**src/clk_sync_pkg.sv**
```systemverilog
// Purpose: shared constants and types for the reference and holdover control
// Assumes: 40 MHz bus clock, AHB-Lite register access
// Notes: offsets are byte addresses within the slave window
package clk_sync_pkg;
	localparam int NLOOP = 3;
	localparam int NREF  = 4;
	localparam int NMON  = 5;
	// register offsets
	localparam logic [4:0] O_CTRL  = 5'h00;
	localparam logic [4:0] O_PRIO  = 5'h04;
	localparam logic [4:0] O_STEP  = 5'h08;
	localparam logic [4:0] O_STAT  = 5'h0C;
	localparam logic [4:0] O_DEN   = 5'h10;
	localparam logic [7:0] O_MONEN = 8'h60;
	localparam logic [7:0] O_REFST = 8'h64;
	localparam logic [7:0] O_MISC  = 8'h68;
	localparam logic [7:0] O_THR   = 8'h70;
	// field positions
	localparam int STAT_INC = 0;
	localparam int STAT_DEC = 1;
	localparam int MISC_SYNC = 4;
	// reset values
	localparam logic [12:0] CTRL_RST  = 13'h0002;
	localparam logic [7:0]  PRIO_RST  = 8'hE4;
	localparam logic [31:0] STEP_RST  = 32'h0000_0000;
	localparam logic [23:0] DEN_RST   = 24'h00_0001;
	localparam logic [19:0] MONEN_RST = 20'hF_FFFF;
	localparam logic [31:0] THR_RST   = 32'h0000_0000;
	localparam logic [3:0]  PDIV_RST  = 4'h1;
	// timing
	localparam int CLK_MHZ      = 40;
	localparam int QUAL_TIME_US = 10;
	localparam int QUAL_CYC     = QUAL_TIME_US * CLK_MHZ;
	localparam int HIST_SHIFT   = 8;
	typedef enum logic [3:0] {
		ST_FREE = 4'b0001,
		ST_QUAL = 4'b0010,
		ST_LOCK = 4'b0100,
		ST_HOLD = 4'b1000
	} loop_state_t;
	typedef struct packed {
		logic [1:0] apll_src;
		logic       apll_casc;
		logic [1:0] casc_src;
		logic       use_casc;
		logic       denominator_select;
		logic       dco_en;
		logic       pin_sel;
		logic [1:0] man_sel;
		logic       auto_en;
		logic       pdn;
	} loop_ctrl_t;
endpackage : clk_sync_pkg

```
**src/clk_sync_ctrl.sv**
```systemverilog
// Purpose: reference selection, holdover and oscillator stepping for three loops
// Assumes: monitor trips and tuning words arrive synchronous to hclk
// Notes: reads take one wait state, writes none
`timescale 1ns/100ps
`default_nettype none
// Functional notes
// - automatic mode picks reference by priority among monitor-valid inputs
// - manual selection by register field or by select pin
// - reference lost when any enabled monitor trips
// - on loss switch hitlessly to a valid input, else holdover
// - every monitor threshold and enable programmable per input
// - holdover starts from averaged tuning word history
// - increment or decrement adds or subtracts step to numerator
// - step resolution finer than one ppt, software or pin command
// - loop has converter, filter and 40-bit fractional feedback divider
// - locked loop drives analog numerator against fixed 40-bit denominator
// - programmable 24-bit denominator offered without digital loop control
// - post-divider value 1 bypasses the divider
// - loop reference mux picks external input or cascade divider
// - analog reference mux picks crystal input or cascade divider
// - output dividers synchronise on command to align phases
// - monitor and lock status shown on pins and readable registers
// - oscillator step propagates to outputs and cascaded domains
// - lock acquisition starts only after minimum qualification time
// - denominator select 0 picks fixed 40-bit, 1 picks 24-bit
module clk_sync_ctrl
	import clk_sync_pkg::*;
(
	// clock and reset
	input  wire logic                       hclk,
	input  wire logic                       hresetn,
	// ahb-lite slave
	input  wire logic                       hsel,
	input  wire logic [31:0]                haddr,
	input  wire logic [1:0]                 htrans,
	input  wire logic                       hwrite,
	input  wire logic [2:0]                 hsize,
	input  wire logic [31:0]                hwdata,
	input  wire logic                       hready,
	output logic      [31:0]                hrdata,
	output logic                            hreadyout,
	output logic                            hresp,
	// reference monitors
	input  wire logic [NREF*NMON-1:0]       mon_trip,
	output logic      [NREF*NMON-1:0]       mon_enable,
	output logic      [NREF-1:0][31:0]      mon_threshold,
	// loop side
	input  wire logic [NLOOP-1:0][1:0]      ref_sel_pin,
	input  wire logic [NLOOP-1:0]           dco_inc_pin,
	input  wire logic [NLOOP-1:0]           dco_dec_pin,
	input  wire logic [NLOOP-1:0][39:0]     tuning_word,
	output logic      [NLOOP-1:0][2:0]      loop_ref_sel,
	output logic      [NLOOP-1:0][2:0]      apll_ref_sel,
	output logic      [NLOOP-1:0][39:0]     feedback_divider_num,
	output logic      [NLOOP-1:0]           denominator_select,
	output logic      [NLOOP-1:0][23:0]     denominator_prog,
	output logic      [NLOOP-1:0]           acq_enable,
	output logic      [NLOOP-1:0]           holdover,
	// distribution and status
	output logic      [3:0]                 resonator_postdiv,
	output logic                            postdiv_bypass,
	output logic                            sync_pulse,
	output logic      [NREF+NLOOP-1:0]      status_pins
);
	logic             rd_pend_q;
	logic             wr_q;
	logic [7:0]       addr_q;
	logic [31:0]      rdata_q;
	logic             rdy_q;
	logic [31:0]      rd_d;
	logic [19:0]      monen_q;
	logic [31:0]      thr_q [NREF];
	logic [3:0]       pdiv_q;
	logic             pbyp_q;
	logic             sync_q;
	logic [NREF-1:0]  lost_d;
	logic [NREF-1:0]  lost_q;
	logic [NREF+NLOOP-1:0] stpin_q;
	loop_ctrl_t       ctrl_q [NLOOP];
	logic [7:0]       prio_q [NLOOP];
	logic [31:0]      step_q [NLOOP];
	logic [23:0]      den_q  [NLOOP];
	loop_state_t      st_q   [NLOOP];
	logic [1:0]       sel_q  [NLOOP];
	logic [39:0]      num_q  [NLOOP];
	logic [2:0]       lref_q [NLOOP];
	logic [2:0]       aref_q [NLOOP];
	wire  logic       addr_ph = hsel && hready && htrans[1];
	wire  logic [1:0] wloop   = addr_q[6:5];

	// bus address phase capture
	always_ff @(posedge hclk or negedge hresetn) begin
		if (!hresetn) begin
			wr_q      <= 1'b0;
			rd_pend_q <= 1'b0;
			addr_q    <= 8'h00;
		end else begin
			wr_q      <= addr_ph && hwrite;
			rd_pend_q <= addr_ph && !hwrite;
			if (addr_ph) begin
				addr_q <= haddr[7:0];
			end
		end
	end

	// read data with one wait state
	always_ff @(posedge hclk or negedge hresetn) begin
		if (!hresetn) begin
			rdy_q   <= 1'b1;
			rdata_q <= 32'h0000_0000;
		end else begin
			rdy_q <= !(addr_ph && !hwrite);
			if (rd_pend_q) begin
				rdata_q <= rd_d;
			end
		end
	end

	always_comb begin
		rd_d = 32'h0000_0000;
		if (addr_q[7:5] < 3'(NLOOP)) begin
			case (addr_q[4:0])
				O_CTRL: rd_d = {19'h0, ctrl_q[wloop]};
				O_PRIO: rd_d = {24'h0, prio_q[wloop]};
				O_STEP: rd_d = step_q[wloop];
				O_STAT: rd_d = {22'h0, lost_q, st_q[wloop], sel_q[wloop]};
				O_DEN:  rd_d = {8'h0, den_q[wloop]};
				default: rd_d = 32'h0000_0000;
			endcase
		end else if (addr_q == O_MONEN) begin
			rd_d = {12'h0, monen_q};
		end else if (addr_q == O_REFST) begin
			rd_d = {25'h0, stpin_q};
		end else if (addr_q == O_MISC) begin
			rd_d = {28'h0, pdiv_q};
		end else if (addr_q[7:4] == O_THR[7:4]) begin
			rd_d = thr_q[addr_q[3:2]];
		end
	end

	// global registers
	// per input thresholds
	always_ff @(posedge hclk or negedge hresetn) begin
		if (!hresetn) begin
			monen_q <= MONEN_RST;
			pdiv_q  <= PDIV_RST;
			for (int r = 0; r < NREF; r++) begin
				thr_q[r] <= THR_RST;
			end
		end else if (wr_q) begin
			if (addr_q == O_MONEN) begin
				monen_q <= hwdata[19:0];
			end
			if (addr_q == O_MISC) begin
				pdiv_q <= hwdata[3:0];
			end
			if (addr_q[7:4] == O_THR[7:4]) begin
				thr_q[addr_q[3:2]] <= hwdata;
			end
		end
	end

	always_ff @(posedge hclk or negedge hresetn) begin
		if (!hresetn) begin
			sync_q <= 1'b0;
			pbyp_q <= 1'b0;
		end else begin
			sync_q <= wr_q && addr_q == O_MISC && hwdata[MISC_SYNC];
			pbyp_q <= pdiv_q == 4'h1;
		end
	end

	always_comb begin
		for (int r = 0; r < NREF; r++) begin
			lost_d[r] = |(mon_trip[r*NMON +: NMON] & monen_q[r*NMON +: NMON]);
		end
	end

	always_ff @(posedge hclk or negedge hresetn) begin
		if (!hresetn) begin
			lost_q  <= '0;
			stpin_q <= '0;
		end else begin
			lost_q <= lost_d;
			for (int l = 0; l < NLOOP; l++) begin
				stpin_q[NREF+l] <= st_q[l] == ST_LOCK;
			end
			stpin_q[NREF-1:0] <= lost_q;
		end
	end

	for (genvar l = 0; l < NLOOP; l++) begin : g_loop
		localparam logic [1:0] LI = 2'(l);
		wire  logic  lwr = wr_q && addr_q[7:5] == {1'b0, LI};
		logic        found;
		logic [1:0]  best;
		logic [1:0]  bp;
		logic [1:0]  msel;
		logic [8:0]  qcnt_q;
		logic [39:0] hist_q;
		logic [39:0] dco_q;
		logic [39:0] base;
		logic        inc;
		logic        dec;

		// loop registers
		always_ff @(posedge hclk or negedge hresetn) begin
			if (!hresetn) begin
				ctrl_q[l] <= CTRL_RST;
				prio_q[l] <= PRIO_RST;
				step_q[l] <= STEP_RST;
				den_q[l]  <= DEN_RST;
			end else if (lwr) begin
				case (addr_q[4:0])
					O_CTRL: ctrl_q[l] <= hwdata[12:0];
					O_PRIO: prio_q[l] <= hwdata[7:0];
					O_STEP: step_q[l] <= hwdata;
					O_DEN:  den_q[l]  <= hwdata[23:0];
					default: ;
				endcase
			end
		end

		// candidate reference
		always_comb begin
			found = 1'b0;
			best  = sel_q[l];
			bp    = 2'h3;
			msel  = ctrl_q[l].pin_sel ? ref_sel_pin[l] : ctrl_q[l].man_sel;
			if (ctrl_q[l].use_casc) begin
				found = 1'b1;
			end else if (ctrl_q[l].auto_en) begin
				for (int r = NREF - 1; r >= 0; r--) begin
					if (!lost_q[r] && (!found || prio_q[l][2*r +: 2] <= bp)) begin
						found = 1'b1;
						bp    = prio_q[l][2*r +: 2];
						best  = 2'(r);
					end
				end
			end else begin
				found = !lost_q[msel];
				best  = msel;
			end
		end

		// loop state
		always_ff @(posedge hclk or negedge hresetn) begin
			if (!hresetn) begin
				st_q[l]  <= ST_FREE;
				sel_q[l] <= 2'h0;
				qcnt_q   <= 9'h000;
			end else if (ctrl_q[l].pdn) begin
				st_q[l] <= ST_FREE;
			end else begin
				case (st_q[l])
					ST_FREE, ST_HOLD: begin
						qcnt_q <= 9'h000;
						if (found) begin
							st_q[l]  <= ST_QUAL;
							sel_q[l] <= best;
						end
					end
					ST_QUAL: begin
						sel_q[l] <= best;
						qcnt_q   <= qcnt_q + 9'h001;
						if (!found) begin
							st_q[l] <= ST_FREE;
						end else if (qcnt_q == 9'(QUAL_CYC - 1)) begin
							st_q[l] <= ST_LOCK;
						end
					end
					ST_LOCK: begin
						if (found) begin
							sel_q[l] <= best;
						end else begin
							st_q[l] <= ST_HOLD;
						end
					end
					default: st_q[l] <= ST_FREE;
				endcase
			end
		end

		always_ff @(posedge hclk or negedge hresetn) begin
			if (!hresetn) begin
				hist_q <= 40'h00_0000_0000;
			end else if (st_q[l] == ST_LOCK) begin
				hist_q <= hist_q + 40'($signed(tuning_word[l] - hist_q) >>> HIST_SHIFT);
			end
		end

		assign inc = dco_inc_pin[l] || (lwr && addr_q[4:0] == O_STAT && hwdata[STAT_INC]);
		assign dec = dco_dec_pin[l] || (lwr && addr_q[4:0] == O_STAT && hwdata[STAT_DEC]);

		always_ff @(posedge hclk or negedge hresetn) begin
			if (!hresetn) begin
				dco_q <= 40'h00_0000_0000;
			end else if (!ctrl_q[l].dco_en) begin
				dco_q <= 40'h00_0000_0000;
			end else if (inc && !dec) begin
				dco_q <= dco_q + {8'h00, step_q[l]};
			end else if (dec && !inc) begin
				dco_q <= dco_q - {8'h00, step_q[l]};
			end
		end

		assign base = st_q[l] == ST_LOCK ? tuning_word[l] : hist_q;

		always_ff @(posedge hclk or negedge hresetn) begin
			if (!hresetn) begin
				num_q[l]  <= 40'h00_0000_0000;
				lref_q[l] <= 3'h0;
				aref_q[l] <= 3'h0;
			end else begin
				num_q[l]  <= base + dco_q;
				lref_q[l] <= ctrl_q[l].use_casc ? {1'b1, ctrl_q[l].casc_src} : {1'b0, sel_q[l]};
				aref_q[l] <= {ctrl_q[l].apll_casc, ctrl_q[l].apll_src};
			end
		end

		assign loop_ref_sel[l]         = lref_q[l];
		assign apll_ref_sel[l]         = aref_q[l];
		assign feedback_divider_num[l] = num_q[l];
		assign denominator_select[l]   = ctrl_q[l].denominator_select;
		assign denominator_prog[l]     = den_q[l];
		assign acq_enable[l]           = st_q[l][2];
		assign holdover[l]             = st_q[l][3];
	end

	for (genvar r = 0; r < NREF; r++) begin : g_thr
		assign mon_threshold[r] = thr_q[r];
	end

	assign hrdata            = rdata_q;
	assign hreadyout         = rdy_q;
	assign hresp             = 1'b0;
	assign mon_enable        = monen_q;
	assign resonator_postdiv = pdiv_q;
	assign postdiv_bypass    = pbyp_q;
	assign sync_pulse        = sync_q;
	assign status_pins       = stpin_q;
endmodule : clk_sync_ctrl
`default_nettype wire

```
**config.mk**
```make
export PLATFORM = sky130hd
export DESIGN_NAME = clk_sync_ctrl
export DESIGN_NICKNAME = d
export VERILOG_FILES = /design/src/clk_sync_pkg.sv /design/src/clk_sync_ctrl.sv
export SDC_FILE = /design/constraint.sdc
export NUM_CORES = 2
export LEC_CHECK = 0
export BUFFER_PORTS_ARGS = -buffer_cell sky130_fd_sc_hd__buf_4
export CORE_MARGIN = 2
export CORE_UTILIZATION = 37
export DETAILED_ROUTE_END_ITERATION = 6
export GPL_ROUTABILITY_DRIVEN = 0
export PLACE_DENSITY = 0.52
export SLEW_MARGIN = 20
export SYNTH_ARGS = -nofsm -noshare
export SYNTH_HDL_FRONTEND = slang
export SYNTH_SLANG_ARGS = --single-unit
```
**constraint.sdc**
```tcl
create_clock -name hclk -period 6.9 [get_ports hclk]
set_input_delay 1.035 -clock hclk [delete_from_list [all_inputs] [get_ports hclk]]
set_output_delay 1.035 -clock hclk [all_outputs]
set_load 0.02 [all_outputs]
```
=== Word level (Yosys, flattened, before mapping) ===
Index checks and enable logic that the tools add are counted.

* Equality and inequality tests: 41
* $add $sub $neg: 18
* Reduce and logical (&&, ||, !) cells: 114
* Order comparisons: 16
* Bitwise operators: 9
* Multiplexer cells: 160

{| class="wikitable"
|+ Operators by type and width
! cell !! number
|-
| 40-bit 2-to-1 mux || 12
|-
| 32-bit 2-to-1 mux || 10
|-
| 40-bit adder || 6
|-
| 32-bit case mux with 5 select lines || 1
|-
| 32-bit binary-select mux with 2-bit select || 2
|-
| 128-bit bitwise mux || 1
|-
| 40-bit by 32-bit adder with 40-bit output || 3
|-
| 40-bit by 32-bit subtractor with 40-bit output || 3
|-
| 40-bit subtractor || 3
|-
| 2-bit 2-to-1 mux || 53
|-
| 4-bit 2-to-1 mux || 17
|-
| 32-bit demux with 2-bit select || 1
|-
| 9-bit case mux with 2 select lines || 3
|-
| 24-bit binary-select mux with 2-bit select || 1
|-
| 24-bit 2-to-1 mux || 2
|-
| 1-bit 2-to-1 mux || 37
|-
| 4-bit case mux with 3 select lines || 3
|-
| 2-bit AND reduction || 18
|-
| 1-bit logical AND || 34
|-
| 9-bit by 1-bit adder with 9-bit output, second input constant || 3
|-
| 9-bit == test, second input constant || 3
|-
| 13-bit binary-select mux with 2-bit select || 1
|-
| 13-bit 2-to-1 mux || 2
|-
| 8-bit by 7-bit == test with 1-bit output, second input constant || 3
|-
| other kinds (37) || 136
|}

* Register bits after elaboration: 862
* Word-level logic and storage cells: 436
* Output and inout bits: 414

=== Longest topological paths before layout ===
* Word-level depth: 24
* Depth in mapped cells: 26
* Depth with buffers taken out: 25

=== Least setup slack after synthesis ===
OpenSTA, ideal clock, no wires.

* Path type: input-to-reg
* Start point: input tuning_word[91] (netlist bit)
* End point: register g_loop[2].hist_q[37]
* Stages on the path: 24
* Arrival: 5.568 ns
* Library setup time: 0.135 ns
* Setup slack: 1.198 ns
* Cell sequence: ha_1 -> and4_1 -> and2_1 -> a221oi_1 -> o31ai_1 -> a31oi_1 -> nor2_1 -> o21a_1 -> o21a_1 -> o21a_1 -> nor2_1 -> xnor2_1 -> ha_1 -> a21o_1 -> a21o_1 -> a21o_1 -> a21o_1 -> a21o_1 -> a221o_1 -> a21o_1 -> a221oi_1 -> o21ai_0 -> xnor2_1 -> o21ai_0

* Cells in the longest elaborated chain, start to end: 2

{| class="wikitable"
|+ Ends and longest elaborated chain
! what !! line !! RTL
|-
| start: declaration || clk_sync_ctrl.sv:51 || <nowiki>input wire logic [NLOOP-1:0][39:0] tuning_word,</nowiki>
|-
| 40-bit subtractor || clk_sync_ctrl.sv:288 || <nowiki>hist_q <= hist_q + 40'($signed(tuning_word[l] - hist_q) >>> HIST_SHIFT);</nowiki>
|-
| 40-bit adder || clk_sync_ctrl.sv:288 ||
|-
| end signal: assignment || clk_sync_ctrl.sv:288 ||
|-
| end: declaration || clk_sync_ctrl.sv:200 || <nowiki>logic [39:0] hist_q;</nowiki>
|}

No other way between the ends.
A chain may end at the register's enable or synchronous reset.

=== Final worst setup path ===
* Start point: input tuning_word[2] (netlist bit)
* End point: register g_loop[0].hist_q[37]

* Cells in the longest elaborated chain, start to end: 2

{| class="wikitable"
|+ Ends and longest elaborated chain
! what !! line
|-
| 40-bit subtractor || clk_sync_ctrl.sv:288
|-
| 40-bit adder || clk_sync_ctrl.sv:288
|-
| end signal: assignment || clk_sync_ctrl.sv:288
|-
| end: declaration || clk_sync_ctrl.sv:200
|}

No other way between the ends.

==> flow_metrics.tcl <==
set metrics [dict create \
    outcome "finished with violations" \
    violations "design-rule violations" \
    slew_viol_final 0 \
    hold_ws_ps 303 \
    timing.rr.start "g_loop[0].hist_q[2]" \
    synth_area_per_cell_um2 9.21 \
    max_freq_mhz 159 \
    wl_per_cell_um 23.4 \
    port_buffers 610 \
    reg2reg_slack_ps 640 \
    leakage_nw 33.5 \
    cts.repair.resized 0 \
    vias 52400 \
    fin_crit_sh_pct 91.0 \
    rows 149 \
    p_comb_share_pct 55.2 \
    criticalPathCategory "input port to register" \
    grt_pass1_wl_um 327000 \
    fin_tns_setup_ps 0 \
    fin_ws_ps 619 \
    drcViolationCount 3 \
    cpMostUsedCell "a21oi_1" \
    core_um2 164000 \
    worst_pin_slew_ps 1130 \
    postLayoutCellArea_um2 71800 \
    finalSetupViolCount 0 \
    synth_area_leaders "dfrtp_1, ha_1, mux2_2, nand2_1, xnor2_1" \
    post_cts_buffers 0 \
    sw_frac_of_total_pct 43.5 \
    cts_hold_buf 0 \
    pwr-share-seq_pct 24.1 \
    clkTransAtPathRegs_ps 50 \
    fin_nets 7861 \
    startpoint "tuning_word[2]" \
    grt_pass1_vias 51100 \
    fp.dieW_um 410 \
    routed_wl_um 220000 \
    hold_path_class "input port to async pin" \
    dp_slack_ps 101 \
    clock-sinks 862 \
    synth.largest_area_cell "dfrtp_1" \
    synth_cell_types 87 \
    powerDensity_nw_per_um2 407 \
    relSlewSlack_pct 24.4 \
    async_flop_share_pct 100 \
    min_period_ps 6280 \
    slowest_stage "nor4b_1" \
    ys_warn_count 0 \
    drt_iter0_markers 3826 \
    cp.arrival_ps 6850 \
    cp_data_required_time_ps 7470 \
    track_usage_pct 25.5 \
    cts_tree "yes" \
    place_area_um2 68000 \
    p_switching_mw 12.7 \
    dieHeight_um 410 \
    hold_viol_final 0 \
    internal-power_mw 16.5 \
    synth-edff-count 0 \
    ys_seq_area_share_pct 35.5 \
    grt_max_degree 149 \
    htreeDepth 3 \
    cp_max_fo 8 \
    clk_latency_ps 760 \
    syn_inst 6623 \
    synth_top_area_share_pct 33.6 \
    clkPwrFrac_pct 20.7 \
    area_delta_synth_final_pct 17.7 \
    critPathCaptureType "register" \
    first_pass_iters 7 \
    drive_above_1_share_pct 19.6 \
    cap_violations 0 \
    vdd_drop_max_mv 0.223 \
    start_util_pct 37.1 \
    cts_root_buffer "clkbuf_16" \
    viasPerCell 5.56 \
    grt_remaining_overflow 0 \
    die_area_um2 168000 \
    ys.flop_type "dfrtp_1" \
    antenna_left 0 \
    nFillCells 16200 \
    cpPeakStageDelay_ps 460 \
    io_pins 640 \
    cts_buffers 106 \
    antenna_found_initial 19 \
    syn_area_um2 61000 \
    clockBufferDepth 3 \
    syn_nets 7347 \
    fin_skew_ps 50.5 \
    rsz0062_at_grt "no" \
    ys_ff_latch 862 \
    place_hpwl_um 169000 \
    cp-start-kind "input port" \
]
-- state kept, by name (all words and copies together), names as in the netlist, 4 cells and up --
register / flops
resonator_postdiv: 4
denominator_prog: 72
g_loop.dco_q: 120
loop_ref_sel: 9
st_q: 6
mon_threshold: 128
ctrl_q: 36
lost_q: 4
g_loop.hist_q: 120
feedback_divider_num: 120
hrdata: 32
g_loop.qcnt_q: 27
sel_q: 6
addr_q: 8
mon_enable: 20
step_q: 96
prio_q: 24
apll_ref_sel: 9
status_pins: 7
-- power groups by stage --
stage / logic, mW / clock network, mW / registers [mW]
finish: 16.1 / 6.05 / 7.05
global route: 17.8 / 6.40 / 7.17
CTS: 16.1 / 6.21 / 7.07
detailed placement: 15.9 / 0 / 7.15
global placement: 15.9 / 0 / 7.14
floorplan: 10.8 / 0 / 7.32
-- synthesized netlist by cell type (all sizes together), types with 36 or more instances --
cell and count:
o21bai 68, ha 489, a21o 284, dfrtp 819
mux2i 98, o21ai 463, o22ai 36, nor3 61
clkbuf 238, a211oi 50, inv 245, xnor2 296
buf 54, nand4 57, and3 64, a22oi 38
dfstp 43, o21a 77, a21boi 50, nor2b 66
and2 76, nand2b 64, mux2 407, o31ai 50
a31oi 72, nor2 374, xor2 194, a21oi 495
nand3 135, nand2 768
-- per-layer routing --
layer	part of all wire [%]	vias up	wire [um]	global-route usage [%]
li1	-	25000	-	-
met2	46	1428	100000	40.8
met5	0.036	-	79	0
met3	6.7	281	14700	5.32
met1	44	25700	97800	34.2
met4	3.3	12	7210	8.46
-- cells by family (layout without fill, tap and decap cells) --
group	count (synthesis)	count (layout)	share of synthesized area [%]
compound gates	1894	1894	19.7
simple gates	1802	1802	13.7
flops	862	862	35.5
mux	538	538	10.3
buf+inv	538	1143	3.38
fa+ha+maj	498	498	10.3
xor+xnor	490	490	7.04
other cells	1	11	0.00615
-- critical path, delay by kind of cell --
kind                       cells  cell delay [ps]
AOI/OAI and AO/OA             15             3490
and+or+nand+nor                3              800
adders and majority gates      2              690
buffers and inverters          3              470
xor gates and xnor gates       2              330
-- layout make-up --
cell class	instances	area, um^2	share of cell area (%)
diodes	10	25.0	0.0349
clock buffers	156	3110	4.34
clock inverters	43	651	0.906
inverters	246	923	1.29
multi-input cells	5223	37400	52.1
flip-flops and latches	862	21600	30.1
well taps	2189	2740	3.82
repair buffers	698	5310	7.40
-- through the flow --
stage / util (%) / power [mW] / std cells
4_1_cts: 43.6 / 29.3 / 9417
6_report: 43.7 / 29.2 / 9427
3_3_place_gp: 41.3 / 23.0 / 9218
2_1_floorplan: - / 18.2 / 6623
3_5_place_dp: 41.3 / 23.1 / 9218
5_1_grt: 43.6 / 31.4 / 9418
-- layout by cell type, fill, tap and decap left out, types with 62 or more instances in the layout --
| cell type | count |
|---|---|
| a21o_1 | 284 |
| a21oi_1 | 495 |
| a31oi_1 | 72 |
| and2_1 | 76 |
| and3_1 | 64 |
| buf_4 | 692 |
| clkbuf_16 | 107 |
| dfrtp_1 | 814 |
| ha_1 | 489 |
| inv_1 | 244 |
| mux2_2 | 407 |
| mux2i_1 | 98 |
| nand2_1 | 765 |
| nand2b_1 | 62 |
| nand3_1 | 133 |
| nor2_1 | 372 |
| nor2b_1 | 65 |
| o21a_1 | 77 |
| o21ai_0 | 460 |
| o21bai_1 | 68 |
| xnor2_1 | 296 |
| xor2_1 | 194 |
-- path summary, 6_finish.rpt --
check                                            to  depth (start not counted)
max                            g_loop[0].hist_q[37]                         25
min                             g_loop[0].hist_q[4]                          1
max reg2reg                    g_loop[0].hist_q[37]                         25
min reg2reg                         apll_ref_sel[3]                          0
max in group asynchronous  feedback_divider_num[62]                          2
min in group hclk                   apll_ref_sel[3]                          0
(Power assumes the default switching activity.)
